File: src/ets_defs.svh
// Purpose: Shared constants for the transmit statistics and receive control slice
// Assumes: Lengths count bytes of a whole frame, FCS included
// Notes:   Register offsets are byte addresses on the APB
`ifndef ETS_DEFS_SVH
`define ETS_DEFS_SVH

`define ETS_LEN_W       16
`define ETS_BIN_N       5
`define ETS_BIN0_LO     16'h05f3
`define ETS_BIN0_HI     16'h060c
`define ETS_BIN1_LO     16'h060d
`define ETS_BIN1_HI     16'h07ff
`define ETS_BIN2_LO     16'h0800
`define ETS_BIN2_HI     16'h0fff
`define ETS_BIN3_LO     16'h1000
`define ETS_BIN3_HI     16'h1fff
`define ETS_BIN4_LO     16'h2000
`define ETS_BIN4_HI     16'h23ff
`define ETS_MIN_LEN     16'h0040
`define ETS_MAX_LEN     16'h23ff
`define ETS_STRIP_MIN   16'h0008
`define ETS_LEN_ONE     16'h0001
`define ETS_LEN_TWO     16'h0002
`define ETS_LEN_SAT     16'hffff
`define ETS_FCS_BYTES   3'h4
`define ETS_FILL_ONE    3'h1
`define ETS_FILL_ZERO   3'h0

`define ETS_ADDR_W      12
`define ETS_REG_CTRL    12'h000
`define ETS_REG_STATUS  12'h004
`define ETS_CTRL_W      3
`define ETS_CTRL_RST    3'h0
`define ETS_CTRL_RX_EN  0
`define ETS_CTRL_DELFCS 1
`define ETS_CTRL_TEST   2
`define ETS_ST_W        4
`define ETS_ST_LFAULT   0
`define ETS_ST_FIFOERR  1
`define ETS_ST_DECODE   2
`define ETS_ST_BUSY     3
`define ETS_ZERO32      32'h0000_0000
`define ETS_ZERO8       8'h00

`endif

File: src/ets_pkg.sv
// Purpose: Types for the transmit statistics and receive control slice
// Assumes: Constants live in ets_defs.svh
// Notes:   Nothing here is imported; users write ets_pkg::name
`default_nettype none
package ets_pkg;
  typedef logic [7:0]  ets_byte_t;
  typedef logic [15:0] ets_len_t;
  typedef enum logic [1:0] {
    rx_idle,
    rx_pkt,
    rx_drain
  } ets_rx_state_t;
endpackage
`default_nettype wire

File: src/ets_stat_if.sv
// Purpose: Per-packet transmit status from the top to the statistics binner
// Assumes: pkt_done is a one-cycle strobe with the other fields valid with it
// Notes:   No clocking; both ends sit on pclk
`timescale 1ns/1ps
`default_nettype none
interface ets_stat_if;
  logic               pkt_done;
  ets_pkg::ets_len_t  pkt_len;
  logic               fcs_err;
  logic               abort;
  modport src (output pkt_done, output pkt_len, output fcs_err, output abort);
  modport dst (input pkt_done, input pkt_len, input fcs_err, input abort);
endinterface
`default_nettype wire

File: src/ets_slice.sv
// Purpose: Transmit statistics strobes and receive enable, FCS strip, test control
// Assumes: Single pclk domain; receive data arrives one byte per cycle
// Notes:   APB slave with zero wait states; unmapped addresses answer pslverr
// What this block does
// RULE_01 - Strobe per packet of 1523-1548 bytes
// RULE_02 - Strobe per packet of 1549-2047 bytes
// RULE_03 - Strobe per packet of 2048-4095 bytes
// RULE_04 - Strobe per packet of 4096-8191 bytes
// RULE_05 - Strobe per packet of 8192-9215 bytes
// RULE_06 - Strobe per packet under 64 bytes
// RULE_07 - Strobe per packet over 9215 bytes
// RULE_08 - Strobe bad FCS on packets over 64
// RULE_09 - Strobe frame error on user-aborted packets
// RULE_10 - Local fault level while decoder initialises
// RULE_11 - FIFO error on compensation underflow or overflow
// RULE_12 - User resets port after FIFO error
// RULE_13 - Test control enables idle-pattern checking
// RULE_14 - User holds receive enable high normally
// RULE_15 - Disable finishes current packet, then stops decode
// RULE_16 - Disabled receive: no statistics, idle output
// RULE_17 - Strip off: FCS passes through
// RULE_18 - Strip on: FCS removed before delivery
// RULE_19 - Never strip packets of eight bytes or fewer
// RULE_20 - User changes strip only during reset
// RULE_21 - Each statistics strobe lasts one cycle
`timescale 1ns/1ps
`default_nettype none
`include "ets_defs.svh"
module ets_slice (
  input  wire logic                   pclk,                // 40 MHz clock
  input  wire logic                   presetn,             // Async reset, low
  input  wire logic                   psel,                // APB select
  input  wire logic                   penable,             // APB access phase
  input  wire logic                   pwrite,              // APB write
  input  wire logic [`ETS_ADDR_W-1:0] paddr,               // APB byte address
  input  wire logic [31:0]            pwdata,              // APB write data
  output logic      [31:0]            prdata,              // APB read data
  output logic                        pready,              // APB ready
  output logic                        pslverr,             // APB error
  input  wire logic                   tx_pkt_done,         // Packet sent strobe
  input  wire logic [`ETS_LEN_W-1:0]  tx_pkt_len,          // Its length
  input  wire logic                   tx_fcs_err,          // Its FCS was bad
  input  wire logic                   tx_abort,            // User aborted it
  input  wire logic                   tx_init_state,       // Decoder in init
  input  wire logic                   tx_comp_ovf,         // Comp FIFO overflow
  input  wire logic                   tx_comp_unf,         // Comp FIFO underflow
  output logic [`ETS_BIN_N-1:0]       stat_tx_bin,         // Length bins
  output logic                        stat_tx_small,       // Undersize
  output logic                        stat_tx_large,       // Oversize
  output logic                        stat_tx_bad_fcs,     // Bad FCS
  output logic                        stat_tx_frame_err,   // Aborted
  output logic                        stat_tx_local_fault, // Level
  output logic                        stat_tx_fifo_err,    // Sticky level
  input  wire logic                   rx_in_valid,         // Decoded byte valid
  input  wire logic [7:0]             rx_in_data,          // Decoded byte
  input  wire logic                   rx_in_sop,           // First byte
  input  wire logic                   rx_in_eop,           // Last byte
  output logic                        rx_in_ready,         // Byte taken
  output logic                        rx_out_valid,        // User byte valid
  output logic [7:0]                  rx_out_data,         // User byte
  output logic                        rx_out_sop,          // User first byte
  output logic                        rx_out_eop,          // User last byte
  output logic                        rx_decode_en,        // PCS may decode
  output logic                        rx_test_mode,        // Idle check on
  output logic                        stat_rx_pkt          // Packet received
);
  logic [`ETS_CTRL_W-1:0]    ctrl;
  logic [`ETS_ST_W-1:0]      status;
  logic                      addr_miss;
  logic                      wr_access;
  ets_pkg::ets_rx_state_t    state;
  ets_pkg::ets_byte_t        dly [4];
  logic [2:0]                fill;
  ets_pkg::ets_len_t         rx_len;
  ets_pkg::ets_len_t         next_len;
  logic                      first_out;
  logic                      strip_pkt;
  logic                      take;

  ets_stat_if stat_bus ();

  assign stat_bus.pkt_done = tx_pkt_done;
  assign stat_bus.pkt_len  = tx_pkt_len;
  assign stat_bus.fcs_err  = tx_fcs_err;
  assign stat_bus.abort    = tx_abort;

  ets_tx_stats u_tx_stats (
    .pclk       (pclk),
    .presetn    (presetn),
    .stat       (stat_bus.dst),
    .bin_strobe (stat_tx_bin),
    .small_pkt  (stat_tx_small),
    .large_pkt  (stat_tx_large),
    .bad_fcs    (stat_tx_bad_fcs),
    .frame_err  (stat_tx_frame_err)
  );

  // APB: never stalls, so pready is constant high
  assign pready    = 1'b1;
  assign wr_access = psel && penable && pwrite;
  assign pslverr   = psel && penable && addr_miss;

  always_comb begin
    status                  = '0;
    status[`ETS_ST_LFAULT]  = stat_tx_local_fault;
    status[`ETS_ST_FIFOERR] = stat_tx_fifo_err;
    status[`ETS_ST_DECODE]  = rx_decode_en;
    status[`ETS_ST_BUSY]    = (state != ets_pkg::rx_idle);
  end

  // Read data is captured in the setup cycle so it is a flop in the access cycle
  always_ff @(posedge pclk or negedge presetn) begin
    if (!presetn) begin
      prdata    <= `ETS_ZERO32;
      addr_miss <= 1'b0;
    end else if (psel && !penable) begin
      addr_miss <= 1'b0;
      unique case (paddr)
        `ETS_REG_CTRL:   prdata <= 32'(ctrl);
        `ETS_REG_STATUS: prdata <= 32'(status);
        default: begin
          prdata    <= `ETS_ZERO32;
          addr_miss <= 1'b1;
        end
      endcase
    end
  end

  always_ff @(posedge pclk or negedge presetn) begin
    if (!presetn) begin
      ctrl <= `ETS_CTRL_RST;
    end else if (wr_access && paddr == `ETS_REG_CTRL) begin
      ctrl <= pwdata[`ETS_CTRL_W-1:0];
    end
  end

  always_ff @(posedge pclk or negedge presetn) begin
    if (!presetn) begin
      rx_test_mode <= 1'b0;
    end else begin
      rx_test_mode <= ctrl[`ETS_CTRL_TEST]; // [RULE_13]
    end
  end

  // Transmit side levels
  always_ff @(posedge pclk or negedge presetn) begin
    if (!presetn) begin
      stat_tx_local_fault <= 1'b0;
    end else begin
      stat_tx_local_fault <= tx_init_state; // [RULE_10]
    end
  end

  // Held until reset: the port is unusable after a slip anyway
  always_ff @(posedge pclk or negedge presetn) begin
    if (!presetn) begin
      stat_tx_fifo_err <= 1'b0;
    end else if (tx_comp_ovf || tx_comp_unf) begin
      stat_tx_fifo_err <= 1'b1; // [RULE_11] [RULE_12]
    end
  end

  // Receive path
  assign rx_in_ready = rx_decode_en && (state != ets_pkg::rx_drain);
  assign take        = rx_in_valid && rx_in_ready;
  assign next_len    = (state == ets_pkg::rx_idle) ? `ETS_LEN_ONE :
                       (rx_len == `ETS_LEN_SAT) ? rx_len : rx_len + `ETS_LEN_ONE;

  // Enable only changes between packets, so a packet is never cut short
  always_ff @(posedge pclk or negedge presetn) begin
    if (!presetn) begin
      rx_decode_en <= 1'b0;
    end else if (state == ets_pkg::rx_idle && !take) begin
      rx_decode_en <= ctrl[`ETS_CTRL_RX_EN]; // [RULE_15]
    end
  end

  // Strip choice is frozen per packet; a mid-packet change cannot tear a frame
  always_ff @(posedge pclk or negedge presetn) begin
    if (!presetn) begin
      strip_pkt <= 1'b0;
    end else if (take && state == ets_pkg::rx_idle) begin
      strip_pkt <= ctrl[`ETS_CTRL_DELFCS]; // [RULE_20]
    end
  end

  always_ff @(posedge pclk or negedge presetn) begin
    if (!presetn) begin
      stat_rx_pkt <= 1'b0;
    end else begin
      stat_rx_pkt <= take && rx_in_eop; // [RULE_16]
    end
  end

  always_ff @(posedge pclk or negedge presetn) begin
    if (!presetn) begin
      for (int i = 0; i < 4; i++) begin
        dly[i] <= `ETS_ZERO8;
      end
    end else if (take) begin
      dly[0] <= rx_in_data;
      for (int i = 1; i < 4; i++) begin
        dly[i] <= dly[i-1];
      end
    end
  end

  // Four bytes are held back so the FCS can be dropped once the end is known
  always_ff @(posedge pclk or negedge presetn) begin
    if (!presetn) begin
      state        <= ets_pkg::rx_idle;
      fill         <= `ETS_FILL_ZERO;
      rx_len       <= '0;
      first_out    <= 1'b0;
      rx_out_valid <= 1'b0;
      rx_out_data  <= `ETS_ZERO8;
      rx_out_sop   <= 1'b0;
      rx_out_eop   <= 1'b0;
    end else begin
      rx_out_valid <= 1'b0;
      rx_out_sop   <= 1'b0;
      rx_out_eop   <= 1'b0;
      if (take) begin
        rx_len <= next_len;
        if (state == ets_pkg::rx_idle) begin
          first_out <= 1'b1;
        end
        if (fill == `ETS_FCS_BYTES) begin
          rx_out_valid <= 1'b1;
          rx_out_data  <= dly[3];
          rx_out_sop   <= first_out;
          first_out    <= 1'b0;
        end else begin
          fill <= fill + `ETS_FILL_ONE;
        end
        if (!rx_in_eop) begin
          state <= ets_pkg::rx_pkt;
        end else if (strip_pkt && next_len > `ETS_STRIP_MIN) begin
          rx_out_eop <= 1'b1; // [RULE_18]
          fill       <= `ETS_FILL_ZERO;
          state      <= ets_pkg::rx_idle;
        end else begin
          state <= ets_pkg::rx_drain; // [RULE_17] [RULE_19]
        end
      end else if (state == ets_pkg::rx_drain) begin
        rx_out_valid <= 1'b1;
        rx_out_data  <= dly[2'(fill - `ETS_FILL_ONE)];
        rx_out_sop   <= first_out;
        first_out    <= 1'b0;
        rx_out_eop   <= (fill == `ETS_FILL_ONE);
        fill         <= fill - `ETS_FILL_ONE;
        if (fill == `ETS_FILL_ONE) begin
          state <= ets_pkg::rx_idle;
        end
      end
    end
  end
endmodule
`default_nettype wire

File: src/ets_tx_stats.sv
// Purpose: Turns one transmit packet report into one-cycle statistics strobes
// Assumes: At most one report per cycle
// Notes:   Strobes are registered, one cycle after the report
`timescale 1ns/1ps
`default_nettype none
`include "ets_defs.svh"
module ets_tx_stats (
  input  wire logic              pclk,        // Core clock
  input  wire logic              presetn,     // Async reset, low
  ets_stat_if.dst                stat,        // Packet report
  output logic [`ETS_BIN_N-1:0]  bin_strobe,  // Long-length bins
  output logic                   small_pkt,   // Under 64 bytes
  output logic                   large_pkt,   // Over 9215 bytes
  output logic                   bad_fcs,     // Over 64 bytes with FCS error
  output logic                   frame_err    // Aborted by user
);
  localparam ets_pkg::ets_len_t BIN_LO [`ETS_BIN_N] = '{`ETS_BIN0_LO, `ETS_BIN1_LO,
    `ETS_BIN2_LO, `ETS_BIN3_LO, `ETS_BIN4_LO};
  localparam ets_pkg::ets_len_t BIN_HI [`ETS_BIN_N] = '{`ETS_BIN0_HI, `ETS_BIN1_HI,
    `ETS_BIN2_HI, `ETS_BIN3_HI, `ETS_BIN4_HI};

  logic [`ETS_BIN_N-1:0] hit;

  for (genvar g = 0; g < `ETS_BIN_N; g++) begin : g_bin
    // Good and bad packets alike land in their bin
    assign hit[g] = stat.pkt_done && (stat.pkt_len >= BIN_LO[g])
                    && (stat.pkt_len <= BIN_HI[g]); // [RULE_01] [RULE_02] [RULE_03] [RULE_04] [RULE_05]

  end

  always_ff @(posedge pclk or negedge presetn) begin
    if (!presetn) begin
      bin_strobe <= '0;
      small_pkt  <= 1'b0;
      large_pkt  <= 1'b0;
      bad_fcs    <= 1'b0;
      frame_err  <= 1'b0;
    end else begin
      bin_strobe <= hit; // [RULE_21]
      small_pkt  <= stat.pkt_done && (stat.pkt_len < `ETS_MIN_LEN); // [RULE_06]
      large_pkt  <= stat.pkt_done && (stat.pkt_len > `ETS_MAX_LEN); // [RULE_07]
      bad_fcs    <= stat.pkt_done && stat.fcs_err
                    && (stat.pkt_len > `ETS_MIN_LEN); // [RULE_08]
      frame_err  <= stat.pkt_done && stat.abort; // [RULE_09]
    end
  end
endmodule
`default_nettype wire

File: config.mk
export PLATFORM = sky130hd
export DESIGN_NAME = ets_slice
export DESIGN_NICKNAME = d
export VERILOG_FILES = /design/src/ets_pkg.sv /design/src/ets_stat_if.sv /design/src/ets_slice.sv /design/src/ets_tx_stats.sv
export VERILOG_INCLUDE_DIRS = /design/src
export SDC_FILE = /design/constraint.sdc
export NUM_CORES = 1
export LEC_CHECK = 0
export BUFFER_PORTS_ARGS = -buffer_cell sky130_fd_sc_hd__buf_2
export CAP_MARGIN = 20
export CORE_MARGIN = 2
export CORE_UTILIZATION = 47
export DETAILED_ROUTE_END_ITERATION = 8
export PLACE_DENSITY = 0.74
export SYNTH_ARGS = -nofsm -noshare
export SYNTH_HDL_FRONTEND = slang
export SYNTH_SLANG_ARGS = --single-unit
File: constraint.sdc
create_clock -name pclk -period 3.6 [get_ports pclk]
set_clock_uncertainty 0.15 [all_clocks]
set_input_delay 0 -clock pclk [delete_from_list [all_inputs] [get_ports pclk]]
set_output_delay 0 -clock pclk [all_outputs]
set_load 0.05 [all_outputs]
==> results by group <==
Status
  • Status: completed

Setup path
  • Critical path class: flop to flop
  • Critical path required time: 3.70 ns
  • CP Capture Type: flop
  • Critical Path AT: 3.22 ns
  • Startpoint types: flop
  • Crit-path max FO: 10

STA
  • Min cycle time layout: 3.12 ns
  • Max-slew headroom: 42.5%
  • # setup viols final: 0
  • Worst-Margin Slew: 0.859 ns
  • Setup TNS: 0 ns
  • Fin crit share: 86.7%
  • FMAX: 320 MHz
  • RSZ-0062 raised after global routing: no
  • Final hold viol count: 0
  • Max-slew violation count: 0

Synth
  • Leading area contributor after synthesis: dfrtp_1
  • Synth area leaders: dfrtp_1 48%, nand2_1 11%, buf_4 5.0%
  • Most frequent cells after synthesis: 133 x nand2_1, 88 x dfrtp_1, 34 x o21ai_0
  • FFs w/ async S/R, synth: 100%
  • Syn Area/Cell: 8.78 sq um
  • Post-synth top area share: 48.4%
  • Mapped cell area: 4550 sq um
  • Seq cells post-synth: 88
  • Synth cell types: 55
  • Post-synthesis sequential area ratio: 48.4%
  • Cells after synthesis: 518
  • Most numerous cell in the Yosys netlist: nand2_1
  • Primary FF master, synth: dfrtp_1
  • Yosys warnings: 0
  • Post-synth EDFFs: 0

Global route
  • Grt total ovfl: 0
  • First-pass GRT wire length: 18300 microns
  • Initial antenna violation count: 0
  • Vias in the first global route: 3892
  • Largest net degree at the start of global routing: 68
  • Total track usage: 22.1%

Power and ir drop
  • Total Power: 3.17 mW
  • PD cells: 561 nW/um^2
  • Sw Share: 41.0%
  • NetSw: 1.30 mW
  • Internal power: 1.87 mW
  • Flop pwr share: 43.6%
  • Maximum vdd drop: 0.209 mV
  • Power share of the combinational group: 35.1%
  • Leakage power: 2.82 nW
  • Clk pwr share: 21.3%

Clock network
  • Post-CTS Hold Fix Bufs: 50
  • Clock-pin transition on the worst setup and hold timing paths: 0.10 ns
  • Root buffer cell: clkbuf_8
  • Num CTS Buffers: 9
  • CTS sink cnt: 88
  • Clock Path Buffers: 2
  • Post-CTS setup buffers: 0
  • Post-CTS sizing: 0
  • Clk_lat worst skew: 0.36 ns
  • H-tree lvl count: 3
  • CTS tree: done

Drt
  • Routed WL per cell: 14.1 microns
  • DRC errors left: 0
  • Final WL: 10900 microns
  • Antenna Nets Post-Route: 0
  • Via count: 4137
  • Via-to-Cell Ratio: 5.35
  • Drt pass-1 iters: 5
  • Drt initial violations: 376

Place
  • Routability cong.: 0.907
  • Hpwl dp: 7240 microns
  • Cell count after placement: 707
  • I/O Buffers: 82

Floorplanning
  • Rows: 35
  • Core ar.: 9330 sq um
  • Initial Util: 48.8%
  • Horiz. Die Dim: 102 microns
  • Die height: 102 microns
  • Ports: 142
  • Die ar.: 10500 sq um

Final layout
  • Non-Filler Instances: 773
  • Nets@finish: 726
  • ANT cells: 0
  • Synthesis-to-finish area growth: 24.1%
  • Share of cells above drive strength 1: 18.0%

Worst hold path
  • Worst min-delay path class: primary input to flop

Run
  • Max_cap viols: 0
worst max-delay path, cell delays in order, from the launching register on:
cell and delay, ns:
dfrtp_1 0.48, ha_1 0.33, nand3_4 0.15, or4_1 0.57
o31a_1 0.25, o221a_1 0.28, nor4_4 0.38, nor2_2 0.11
o41ai_2 0.31
area by class of cell:
cell class | count | area, sq um
fillers | 790 | 3680
flip-flops and latches | 88 | 2200
multi-input cells | 396 | 2100
repair buffers | 139 | 966
well taps | 129 | 161
clock buffers | 11 | 151
clock inverters | 5 | 45.0
inverters | 5 | 18.8
worst paths after layout:
path,start,end,slack (ns),cells past startpoint
worst min-delay path,penable,prdata[1]$_DFFE_PN0P_,0.07,3
worst max-delay path,rx_len[0]$_DFFE_PN0P_,fill[0]$_DFFE_PN0P_,0.48,8
worst min register to register,ctrl[2]$_DFFE_PN0P_,rx_test_mode$_DFF_PN0_,0.27,0
min in group asynchronous,presetn,state[1]$_DFFE_PN0P_,0.15,2
max in group asynchronous,presetn,rx_len[13]$_DFFE_PN0P_,2.32,3
worst max register to register,rx_len[0]$_DFFE_PN0P_,fill[0]$_DFFE_PN0P_,0.48,8
state kept, by name (all words and copies together) (netlist names), 2 cells and up:
signal / count
u_tx_stats.bin_strobe: 5
ctrl: 3
fill: 3
rx_len: 16
prdata: 4
rx_out_data: 8
state: 2
dly: 32
metrics by stage:
step                      worst slack [ns]  util [%]  hold WS (ns)  cell area [sq um]
after floorplan                      0.799         -        -0.446               4650
after global placement               0.624      53.0       -0.0406               4950
after detailed placement             0.508      53.0       -0.0324               4950
after CTS                            0.475      60.5        0.0322               5640
after global routing                 0.323      60.5         0.102               5640
final                                0.478      60.5        0.0652               5640
layout by cell type (no fill, tap or decap), types with 2 or more instances in the layout:
master / n
o211ai_1: 3
nor4_1: 7
inv_1: 5
o31ai_1: 7
nand3b_1: 2
nand2b_1: 4
and4_1: 4
inv_6: 2
dfrtp_1: 88
o22ai_1: 9
mux2i_1: 6
and2_1: 4
a21oi_1: 20
or3_1: 5
nor2_1: 26
dlygate4sd3_1: 50
nor3_1: 14
and3_1: 5
a31oi_1: 10
nand3_1: 20
conb_1: 29
nand2_1: 133
o21ai_0: 34
o22a_1: 2
o41ai_1: 2
or2_2: 3
buf_4: 8
clkbuf_8: 11
buf_2: 81
nor3b_1: 4
or4_1: 2
nand4_1: 7
nor2b_1: 4
ha_1: 5
mux2_2: 3
o2bb2ai_1: 2
cells by family (layout without fill, tap and decap cells):
group           count (synthesis)  count (layout)  share of synthesized area (%)
simple gates                  250             250                           26.2
compound gates                101             101                           13.7
flops                          88              88                           48.4
buf+inv                        61             160                           7.68
mux                             9               9                           2.06
fa+ha+maj                       5               5                           1.38
other cells                     2              29                          0.165
xor+xnor                        2               2                          0.385
layer usage:
layer | global-route usage, % | vias to the layer above | wire (microns)
met2 | 36.2 | 165 | 5370
met3 | 4.45 | 16 | 671
li1 | - | 1991 | -
met1 | 29.3 | 1965 | 4720
met5 | 0 | - | 0
met4 | 7.69 | 0 | 154
power by group through the flow:
stage               clock network [mW]  registers, mW  logic (mW)
finish                           0.673           1.38        1.11
global route                     0.732           1.41        1.24
CTS                              0.690           1.38        1.11
detailed placement                   0           1.40        1.08
global placement                     0           1.39        1.04
floorplan                            0           1.51       0.692
No activity file was read; power rests on OpenSTA's default activity.
